`src/irq_ctrl_pkg.sv`:
```
package irq_ctrl_pkg;

  // ****************************************************************
  // Sizes
  // ****************************************************************
  localparam int NUM_SRC   = 16;
  localparam int NUM_LVL   = 4;
  localparam int ADDR_W    = 10;
  localparam int DATA_W    = 8;
  localparam int PORT_PINS = 8;
  localparam int P0_PINS   = 7;
  localparam int NUM_PINS  = 24;

  // ****************************************************************
  // Register indices and byte addresses
  // ****************************************************************
  localparam logic [7:0] IDX_TRIG     = 8'h88;
  localparam logic [7:0] IDX_IE       = 8'ha8;
  localparam logic [7:0] IDX_PRIO0    = 8'hb8;
  localparam logic [7:0] IDX_PRIO1    = 8'hc0;
  localparam logic [7:0] IDX_PRIO2    = 8'hc8;
  localparam logic [7:0] IDX_PRIO3    = 8'hd8;
  localparam logic [7:0] IDX_P1_EN    = 8'hd1;
  localparam logic [7:0] IDX_P1_FLAG  = 8'hd2;
  localparam logic [7:0] IDX_P2_EN    = 8'hd3;
  localparam logic [7:0] IDX_P2_FLAG  = 8'hd4;
  localparam logic [7:0] IDX_EXT0_CFG = 8'he1;

  localparam logic [ADDR_W-1:0] ADDR_TRIG     = {IDX_TRIG, 2'b00};
  localparam logic [ADDR_W-1:0] ADDR_IE       = {IDX_IE, 2'b00};
  localparam logic [ADDR_W-1:0] ADDR_PRIO0    = {IDX_PRIO0, 2'b00};
  localparam logic [ADDR_W-1:0] ADDR_PRIO1    = {IDX_PRIO1, 2'b00};
  localparam logic [ADDR_W-1:0] ADDR_PRIO2    = {IDX_PRIO2, 2'b00};
  localparam logic [ADDR_W-1:0] ADDR_PRIO3    = {IDX_PRIO3, 2'b00};
  localparam logic [ADDR_W-1:0] ADDR_P1_EN    = {IDX_P1_EN, 2'b00};
  localparam logic [ADDR_W-1:0] ADDR_P1_FLAG  = {IDX_P1_FLAG, 2'b00};
  localparam logic [ADDR_W-1:0] ADDR_P2_EN    = {IDX_P2_EN, 2'b00};
  localparam logic [ADDR_W-1:0] ADDR_P2_FLAG  = {IDX_P2_FLAG, 2'b00};
  localparam logic [ADDR_W-1:0] ADDR_EXT0_CFG = {IDX_EXT0_CFG, 2'b00};

  // ****************************************************************
  // Field positions and reset values
  // ****************************************************************
  localparam int IE_GLOBAL = 7;
  localparam int IE_RTC    = 6;
  localparam int IE_UART   = 4;
  localparam int IE_SPI    = 3;
  localparam int IE_EXT1   = 2;
  localparam int IE_THERM  = 1;
  localparam int IE_EXT0   = 0;
  localparam logic [7:0] IE_MASK = 8'hdf;

  localparam int TRIG_THERM_FLAG = 5;
  localparam int TRIG_EXT1_EDGE  = 3;
  localparam int TRIG_EXT0_FLAG  = 2;
  localparam int TRIG_EXT0_EDGE  = 0;

  localparam int EXT0_SEL_LSB = 0;
  localparam int EXT0_ALT     = 3;
  localparam int EXT0_CMP     = 4;
  localparam int EXT0_CFG_W   = 5;

  localparam logic [7:0] RST_BYTE = 8'h00;
  localparam logic [1:0] RST_LVL  = 2'h0;
  localparam logic [1:0] EDGE_RISE = 2'h0;
  localparam logic [1:0] EDGE_FALL = 2'h1;
  localparam logic [1:0] SETTLE    = 2'h3;

  // ****************************************************************
  // Sources, pins and vectors
  // ****************************************************************
  localparam logic [3:0] SRC_EXT0  = 4'h1;
  localparam logic [3:0] SRC_EXT1  = 4'h2;
  localparam logic [3:0] SRC_RTC   = 4'h8;
  localparam logic [3:0] SRC_THERM = 4'hb;
  localparam logic [3:0] SRC_UART  = 4'hc;
  localparam logic [3:0] SRC_SPI   = 4'he;
  localparam logic [3:0] SRC_DMA   = 4'hf;

  localparam int PIN_P0_LSB = 0;
  localparam int PIN_P1_LSB = 7;
  localparam int PIN_P2_LSB = 15;
  localparam int PIN_P1_1   = 8;
  localparam int PIN_COMPARATOR_FOUR   = 23;

  localparam logic [15:0] VEC_RESET = 16'h0000;
  localparam logic [15:0] VEC_BASE  = 16'h0003;
  localparam logic [15:0] VEC_LAST  = 16'h007b;

  function automatic logic edgeHit(input logic [1:0] mode,
                                   input logic       rise,
                                   input logic       fall);
    if (mode[1]) return rise | fall;
    if (mode == EDGE_FALL) return fall;
    return rise;
  endfunction

  function automatic logic [15:0] vecOf(input logic [3:0] src);
    return VEC_BASE + {9'h000, src, 3'h0};
  endfunction

  function automatic logic [1:0] srcLevel(input logic [3:0][7:0] prio,
                                          input logic [3:0]      src);
    return prio[src[3:2]][{src[1:0], 1'b0} +: 2];
  endfunction

  function automatic logic [1:0] topLevel(input logic [3:0] act);
    if (act[3]) return 2'h3;
    if (act[2]) return 2'h2;
    if (act[1]) return 2'h1;
    return 2'h0;
  endfunction

endpackage

```
`src/edge_if.sv`:
```
interface edge_if import irq_ctrl_pkg::*; ();
  logic [NUM_PINS-1:0] rise;
  logic [NUM_PINS-1:0] fall;
  modport det (output rise, output fall);
  modport use_side (input rise, input fall);
endinterface

```
`src/irq_priority_ctrl.sv`:
```
// What this block does
// Sixteen sources, each with one of four levels.
// Hardware sets a flag on its event.
// Request needs global enable, own enable, flag; sources without an IE bit need only global enable and flag.
// Enter only when no higher level active.
// Higher level preempts; lower waits for completion.
// Equal level never preempts an active routine.
// Levels 0 lowest to 3, reset 0.
// Higher level first; ties go smaller index.
// Global enable off forwards no request.
// Pending flag taken once enables turn on.
// Software clears flag before enabling source.
// External channels take rise, fall or both.
// Channel 0: port-0 pin, P1.1 or comparator.
// Channel 1: sixteen pins, own flags, enables.
// Software sets channel enable before pin enables.
// Reset vector 0x0000; sources 0x0003 step 8.
// Fixed source order zero first, fifteen last.
// Channel 1 edge and level from its fields.
// Edge code 00 rise, 01 fall, 1X both.
// Writing zero clears flag, one does nothing; pin flag registers take the written value.
// Two-bit level fields, four per register.
// CPU signals completion to release its level.
// Pins synchronised; each edge sets once.
//
// The plain strobed port and the placing of the registers were chosen for this implementation.
module irq_priority_ctrl import irq_ctrl_pkg::*; (
  input  wire logic              clk_sys,
  input  wire logic              rstn,
  input  wire logic [ADDR_W-1:0] regAddr,
  input  wire logic [DATA_W-1:0] regWdata,
  input  wire logic              regWr,
  input  wire logic              regRd,
  output logic      [DATA_W-1:0] regRdata,
  input  wire logic [P0_PINS-1:0]   port0Pins,
  input  wire logic [PORT_PINS-1:0] port1Pins,
  input  wire logic [PORT_PINS-1:0] port2Pins,
  input  wire logic              cmp4Out,
  input  wire logic [NUM_SRC-1:0] srcFlag,
  input  wire logic              thermalEvent,
  input  wire logic              irqAck,
  input  wire logic              irqDone,
  output logic                   irqReq,
  output logic      [15:0]       irqVector,
  output logic      [3:0]        irqSrc,
  output logic      [1:0]        irqLevel,
  output logic      [NUM_LVL-1:0] activeLevels
);

  // ****************************************************************
  // Reset release
  // ****************************************************************
  logic [1:0] rstPipe;
  logic       rstSyncN;

  always_ff @(posedge clk_sys or negedge rstn) begin
    if (!rstn) begin
      rstPipe <= 2'b00;
    end else begin
      rstPipe <= {rstPipe[0], 1'b1};
    end
  end
  assign rstSyncN = rstPipe[1];

  // ****************************************************************
  // Pin edges
  // ****************************************************************
  edge_if edgeBus ();

  pin_edge_detect u_edges (
    .clk_sys  (clk_sys),
    .rstSyncN (rstSyncN),
    .pinAsync ({cmp4Out, port2Pins, port1Pins, port0Pins}),
    .edges    (edgeBus.det)
  );

  // ****************************************************************
  // State
  // ****************************************************************
  typedef struct packed {
    logic [7:0]            ie;
    logic [3:0][7:0]       prio;
    logic [1:0]            ext0Edge;
    logic [1:0]            ext1Edge;
    logic                  ext0Flag;
    logic                  thermFlag;
    logic [PORT_PINS-1:0]  p1En;
    logic [PORT_PINS-1:0]  p1Flag;
    logic [PORT_PINS-1:0]  p2En;
    logic [PORT_PINS-1:0]  p2Flag;
    logic [EXT0_CFG_W-1:0] ext0_pin_select;
    logic [NUM_LVL-1:0]    active;
    logic                  req;
    logic [15:0]           vec;
    logic [3:0]            src;
    logic [1:0]            lvl;
    logic [DATA_W-1:0]     rdata;
  } ctrl_s;

  ctrl_s              q;
  ctrl_s              d;
  logic               ext0Rise;
  logic               ext0Fall;
  logic               ext0Ev;
  logic [2:0]         ext0Sel;
  logic [NUM_SRC-1:0] srcReq;
  logic               found;
  logic [3:0]         bestSrc;
  logic [1:0]         bestLvl;
  logic [1:0]         candLvl;

  always_comb begin
    d        = q;
    ext0Rise = 1'b0;
    ext0Fall = 1'b0;
    ext0Sel  = q.ext0_pin_select[EXT0_SEL_LSB +: 3];
    found    = 1'b0;
    bestSrc  = 4'h0;
    bestLvl  = RST_LVL;
    candLvl  = RST_LVL;

    if (regWr) begin
      case (regAddr)
        ADDR_IE:       d.ie = regWdata & IE_MASK;
        ADDR_PRIO0:    d.prio[0] = regWdata;
        ADDR_PRIO1:    d.prio[1] = regWdata;
        ADDR_PRIO2:    d.prio[2] = regWdata;
        ADDR_PRIO3:    d.prio[3] = regWdata;
        ADDR_TRIG: begin
          d.ext0Edge = regWdata[TRIG_EXT0_EDGE +: 2];
          d.ext1Edge = regWdata[TRIG_EXT1_EDGE +: 2];
          if (!regWdata[TRIG_EXT0_FLAG]) d.ext0Flag = 1'b0;
          if (!regWdata[TRIG_THERM_FLAG]) d.thermFlag = 1'b0;
        end
        ADDR_P1_EN:    d.p1En = regWdata;
        ADDR_P1_FLAG:  d.p1Flag = regWdata;
        ADDR_P2_EN:    d.p2En = regWdata;
        ADDR_P2_FLAG:  d.p2Flag = regWdata;
        ADDR_EXT0_CFG: d.ext0_pin_select = regWdata[EXT0_CFG_W-1:0];
        default: ;
      endcase
    end

    // Edges are muxed after detection, so reselecting the trigger
    // cannot fake an edge.
    if (q.ext0_pin_select[EXT0_ALT]) begin
      ext0Rise = edgeBus.rise[PIN_P1_1];
      ext0Fall = edgeBus.fall[PIN_P1_1];
    end else if (q.ext0_pin_select[EXT0_CMP]) begin
      ext0Rise = edgeBus.rise[PIN_COMPARATOR_FOUR];
      ext0Fall = edgeBus.fall[PIN_COMPARATOR_FOUR];
    end else if (ext0Sel < 3'(P0_PINS)) begin
      ext0Rise = edgeBus.rise[PIN_P0_LSB + ext0Sel];
      ext0Fall = edgeBus.fall[PIN_P0_LSB + ext0Sel];
    end
    ext0Ev = edgeHit(q.ext0Edge, ext0Rise, ext0Fall);

    // Hardware set wins over a software clear in the same cycle.
    d.ext0Flag  = d.ext0Flag | ext0Ev;
    d.thermFlag = d.thermFlag | thermalEvent;
    for (int i = 0; i < PORT_PINS; i++) begin
      d.p1Flag[i] = d.p1Flag[i] | edgeHit(q.ext1Edge,
        edgeBus.rise[PIN_P1_LSB + i], edgeBus.fall[PIN_P1_LSB + i]);
      d.p2Flag[i] = d.p2Flag[i] | edgeHit(q.ext1Edge,
        edgeBus.rise[PIN_P2_LSB + i], edgeBus.fall[PIN_P2_LSB + i]);
    end

    srcReq = srcFlag;
    srcReq[SRC_EXT0]  = d.ext0Flag & d.ie[IE_EXT0];
    srcReq[SRC_EXT1]  = d.ie[IE_EXT1] &
      (|({d.p2Flag, d.p1Flag} & {d.p2En, d.p1En}));
    srcReq[SRC_RTC]   = srcFlag[SRC_RTC] & d.ie[IE_RTC];
    srcReq[SRC_THERM] = d.thermFlag & d.ie[IE_THERM];
    srcReq[SRC_UART]  = srcFlag[SRC_UART] & d.ie[IE_UART];
    srcReq[SRC_SPI]   = srcFlag[SRC_SPI] & d.ie[IE_SPI];
    if (!d.ie[IE_GLOBAL]) srcReq = '0;

    // Completion frees the top level before a new entry is recorded.
    if (irqDone && (|q.active)) d.active[topLevel(q.active)] = 1'b0;
    if (irqAck && q.req) d.active[q.lvl] = 1'b1;

    // Arbitration uses next-cycle state so the request never lags.
    for (int i = 0; i < NUM_SRC; i++) begin
      candLvl = srcLevel(d.prio, 4'(i));
      if (srcReq[i] &&
          (!(|d.active) || candLvl > topLevel(d.active)) &&
          (!found || candLvl > bestLvl)) begin
        found   = 1'b1;
        bestSrc = 4'(i);
        bestLvl = candLvl;
      end
    end
    d.req = found;
    d.src = bestSrc;
    d.lvl = bestLvl;
    d.vec = found ? vecOf(bestSrc) : VEC_RESET;

    d.rdata = RST_BYTE;
    if (regRd) begin
      case (regAddr)
        ADDR_IE:       d.rdata = q.ie;
        ADDR_PRIO0:    d.rdata = q.prio[0];
        ADDR_PRIO1:    d.rdata = q.prio[1];
        ADDR_PRIO2:    d.rdata = q.prio[2];
        ADDR_PRIO3:    d.rdata = q.prio[3];
        ADDR_TRIG:     d.rdata = {2'b00, q.thermFlag, q.ext1Edge,
                                  q.ext0Flag, q.ext0Edge};
        ADDR_P1_EN:    d.rdata = q.p1En;
        ADDR_P1_FLAG:  d.rdata = q.p1Flag;
        ADDR_P2_EN:    d.rdata = q.p2En;
        ADDR_P2_FLAG:  d.rdata = q.p2Flag;
        ADDR_EXT0_CFG: d.rdata = {3'b000, q.ext0_pin_select};
        default:       d.rdata = RST_BYTE;
      endcase
    end
  end

  always_ff @(posedge clk_sys or negedge rstSyncN) begin
    if (!rstSyncN) begin
      q <= '0;
    end else begin
      q <= d;
    end
  end

  assign regRdata     = q.rdata;
  assign irqReq       = q.req;
  assign irqVector    = q.vec;
  assign irqSrc       = q.src;
  assign irqLevel     = q.lvl;
  assign activeLevels = q.active;
endmodule

```
`src/pin_edge_detect.sv`:
```
module pin_edge_detect import irq_ctrl_pkg::*; (
  input wire logic                clk_sys,
  input wire logic                rstSyncN,
  input wire logic [NUM_PINS-1:0] pinAsync,
  edge_if.det                     edges
);

  typedef struct packed {
    logic [NUM_PINS-1:0] s1;
    logic [NUM_PINS-1:0] s2;
    logic [NUM_PINS-1:0] s3;
    logic [NUM_PINS-1:0] stable;
    logic [NUM_PINS-1:0] rise;
    logic [NUM_PINS-1:0] fall;
    logic [1:0]          settle;
  } det_s;

  det_s q;
  det_s d;
  logic [NUM_PINS-1:0] agree;

  // A level counts only once two later stages agree, so a pin caught
  // mid-change cannot make two edges.
  always_comb begin
    d        = q;
    d.s1     = pinAsync;
    d.s2     = q.s1;
    d.s3     = q.s2;
    agree    = ~(q.s2 ^ q.s3);
    d.stable = (agree & q.s3) | (~agree & q.stable);
    d.rise   = '0;
    d.fall   = '0;
    if (q.settle != SETTLE) begin
      // Pins that are already high at reset must not look like edges.
      d.settle = q.settle + 2'h1;
      d.stable = q.s2;
    end else begin
      d.rise = d.stable & ~q.stable;
      d.fall = ~d.stable & q.stable;
    end
  end

  always_ff @(posedge clk_sys or negedge rstSyncN) begin
    if (!rstSyncN) begin
      q <= '0;
    end else begin
      q <= d;
    end
  end

  assign edges.rise = q.rise;
  assign edges.fall = q.fall;
endmodule

```
`config.mk`:
```
export PLATFORM = sky130hd
export DESIGN_NAME = irq_priority_ctrl
export DESIGN_NICKNAME = d
export VERILOG_FILES = /design/src/irq_ctrl_pkg.sv /design/src/edge_if.sv /design/src/irq_priority_ctrl.sv /design/src/pin_edge_detect.sv
export SDC_FILE = /design/constraint.sdc
export NUM_CORES = 1
export LEC_CHECK = 0
export ABC_AREA = 1
export ABC_CLOCK_PERIOD_IN_PS = 8460
export BUFFER_PORTS_ARGS = -buffer_cell sky130_fd_sc_hd__buf_4
export CAP_MARGIN = 20
export CORE_ASPECT_RATIO = 0.6
export CORE_UTILIZATION = 45
export DETAILED_ROUTE_END_ITERATION = 10
export SYNTH_ARGS = -nofsm -noshare
export SYNTH_HDL_FRONTEND = slang
export SYNTH_SLANG_ARGS = --single-unit
```
`constraint.sdc`:
```
create_clock -name clk_sys -period 8.46 [get_ports clk_sys]
set_input_delay 0 -clock clk_sys [delete_from_list [all_inputs] [get_ports clk_sys]]
set_output_delay 0 -clock clk_sys [all_outputs]
set_load 0.02 [all_outputs]
```
==> results.ini <==
[timing]
worst_slack_ns = -6.78
fmax_ghz = 0.0656
setup_viol = 10
worstMarginPinSlew_ns = 1.12
hold_violations = 0
maxSlewHeadroom = 0.245
rsz0062_at_grt = yes
whs_ns = 0.0308
post-route-period-util = 1.80
drv_slew = 0
setup_tns_ns = -67.08
clock_skew_ns = 0.0164
min_period_ns = 15.24

[detailed_routing]
avgRoutedWirePerCell_um = 17.3
drt-initial-drc-count = 1039
vias = 11900
wl_um = 40900
detail-route-antenna-nets = 0
post-route-drc-count = 0
drtPass1Iterations = 7
viasPerCell = 5.03

[floorplanning]
row_count = 47
die_h_um = 132
dieArea_um2 = 28900
ios = 100
start_util = 0.459
fp.coreArea_um2 = 27600
die_x_um = 219

[power_and_ir_drop]
power_density_nw_per_um2 = 149
p_leak_nw = 9.46
power.total_mw = 2.75
irDropWorstVdd_v = 0.000186

[synthesis]
syn_area_um2 = 12700
ys_ff_latch = 253
yosysMostFrequentCell = nand2_1
netlist_instances = 1500
synth_commonest_cells = nand2_1, dfrtp_1, inv_1
synth_top_area_frac = 0.499
yosysTopAreaCell = dfrtp_1
ys_top_cells_by_area = dfrtp_1, nand2_1, inv_1
ys_types = 52
synth_edf_count = 0
ys.flop_type = dfrtp_1
ys_warn_count = 0
ys_seq_area_frac = 0.499
syn_area_per_cell_um2 = 8.46
async_flop_share = 1.00

[cts]
clock_sinks = 253
clock_latency_ns = 0.55
numCtsBuffers = 25
cts_tree = done
root_buffer = clkbuf_16
clk_pin_slew_ns = 0.07
htreeDepth = 1
cts_buffer_depth = 3

[global_routing]
first_global_vias = 11500
grt_max_degree = 81
antenna_found_initial = 0
track_usage = 0.281
overflow = 0
grt_pass1_wl_um = 62100

[run_status]
violations = setup timing
status = finished with violations

[cells_and_area]
n_antenna_cell = 0
fillers = 2274
finish.instance_area_um2 = 18500
fin_cells = 2368
syn2layout_area_growth_pct = 45.5
fin_util = 0.668
fin_nets = 2113
drive_above_1_share = 0.349

[placed_design]
numPortBuffers = 86
place_inst = 2177
finalWeightedCongestion = 1.06
post-place-ws_ns = -7.07
hpwl_um = 28900
placed_area_um2 = 15700

[setup_path]
path_max_fanout = 5
crit_top_cell = nand2_2
crit_arrival_ns = 15.68
worstSetupEndpointType = register
cpPeakStageDelay_ns = 0.43
cp-start-kind = register
required_ns = 8.90
crit_slowest_cell = dfrtp_1
setup.worst_path.class = reg2reg

[run]
maxCapViolCount = 0

[hold_path]
hold_class = in2reg

-- flip-flops by register name (all words and copies together), names as in the netlist --
signal,flops
regRdata,8
ext0Sel,3
q,79
activeLevels,4
irqSrc,4
irqLevel,2
u_edges.edges.rise,24
irqVector,5
u_edges.q,50
rstPipe,2
u_edges.edges.fall,24
u_edges.d,48
-- path summary, 6_finish.rpt --
| path | from | end | slack, ns | cells after the start |
|---|---|---|---|---|
| worst max register to register | activeLevels[3] | irqLevel[0] | -6.78 | 138 |
| worst max-delay path | activeLevels[3] | irqLevel[0] | -6.78 | 138 |
| min in group asynchronous | rstn | rstPipe[1] | 0.32 | 3 |
| max in group asynchronous | rstPipe[1] | u_edges.q[62] | 6.69 | 1 |
| worst min register to register | u_edges.d[114] | u_edges.d[90] | 0.35 | 0 |
| worst min-delay path | regWdata[2] | q[58] | 0.03 | 4 |
-- final cells by class --
cell class	instances	area, µm²	share of cell area
multi-input cells	966	5920	0.321
inverters	228	863	0.0467
clock inverters	12	165	0.00894
flip-flops and latches	253	6340	0.343
clock buffers	31	658	0.0356
repair buffers	511	4060	0.220
well taps	367	459	0.0249
-- logic make-up after synthesis --
family | after synthesis | share of synthesized area
buffers and inverters | 290 | 0.0976
other | 2 | 0.000592
adder cells (fa/ha/maj) | 64 | 0.0629
XOR/XNOR | 1 | 0.000690
AND/OR/NAND/NOR | 648 | 0.225
flip-flops | 253 | 0.499
AO/OA/AOI/OAI | 242 | 0.115
-- layer usage --
layer	up-vias	wire, µm	share of wire	GRT usage
met5	-	0	0	0
met4	0	533	0.013	0.0467
met3	43	3600	0.088	0.0960
met2	378	16600	0.41	0.382
met1	5688	20200	0.49	0.433
li1	5813	-	-	-
-- power breakdown --
| group | leakage [nW] | switching [mW] | internal, mW | total (mW) |
|---|---|---|---|---|
| combinational | 6.03 | 0.172 | 0.138 | 0.310 |
| clock | 0.394 | 0.489 | 0.649 | 1.14 |
| sequential | 3.04 | 0.0331 | 1.27 | 1.30 |
-- critical path, delay by kind of cell (launching register included) --
kind	cells	cell delay (ns)
AO/OA/AOI/OAI	20	1.80
adder cells (fa/ha/maj)	15	3.74
buffers and inverters	27	2.22
flip-flops	1	0.43
AND/OR/NAND/NOR	76	6.91
-- cell usage in the layout, fill, tap and decap left out, drive strengths merged, types with 30 or more instances in the layout --
master / Yosys / layout
nor2: 131 / 131
nand3: 83 / 83
nand2: 353 / 353
clkbuf: 20 / 31
buf: 42 / 453
inv: 225 / 227
ha: 63 / 63
dfrtp: 253 / 253
nand4: 30 / 30
dlygate4sd3: 0 / 58
o21ai: 111 / 111
a21oi: 43 / 43
-- what timing repair did --
action / CTS / global route
pin swaps: 66 / 76
hold buffers: 58 / 0
endpoints found under the setup margin: 10 / 10
endpoints found under the hold margin: 80 / 0
resized for setup: 82 / 84
buffers inserted: 71 / 18
Power figures use the tool's default switching activity.
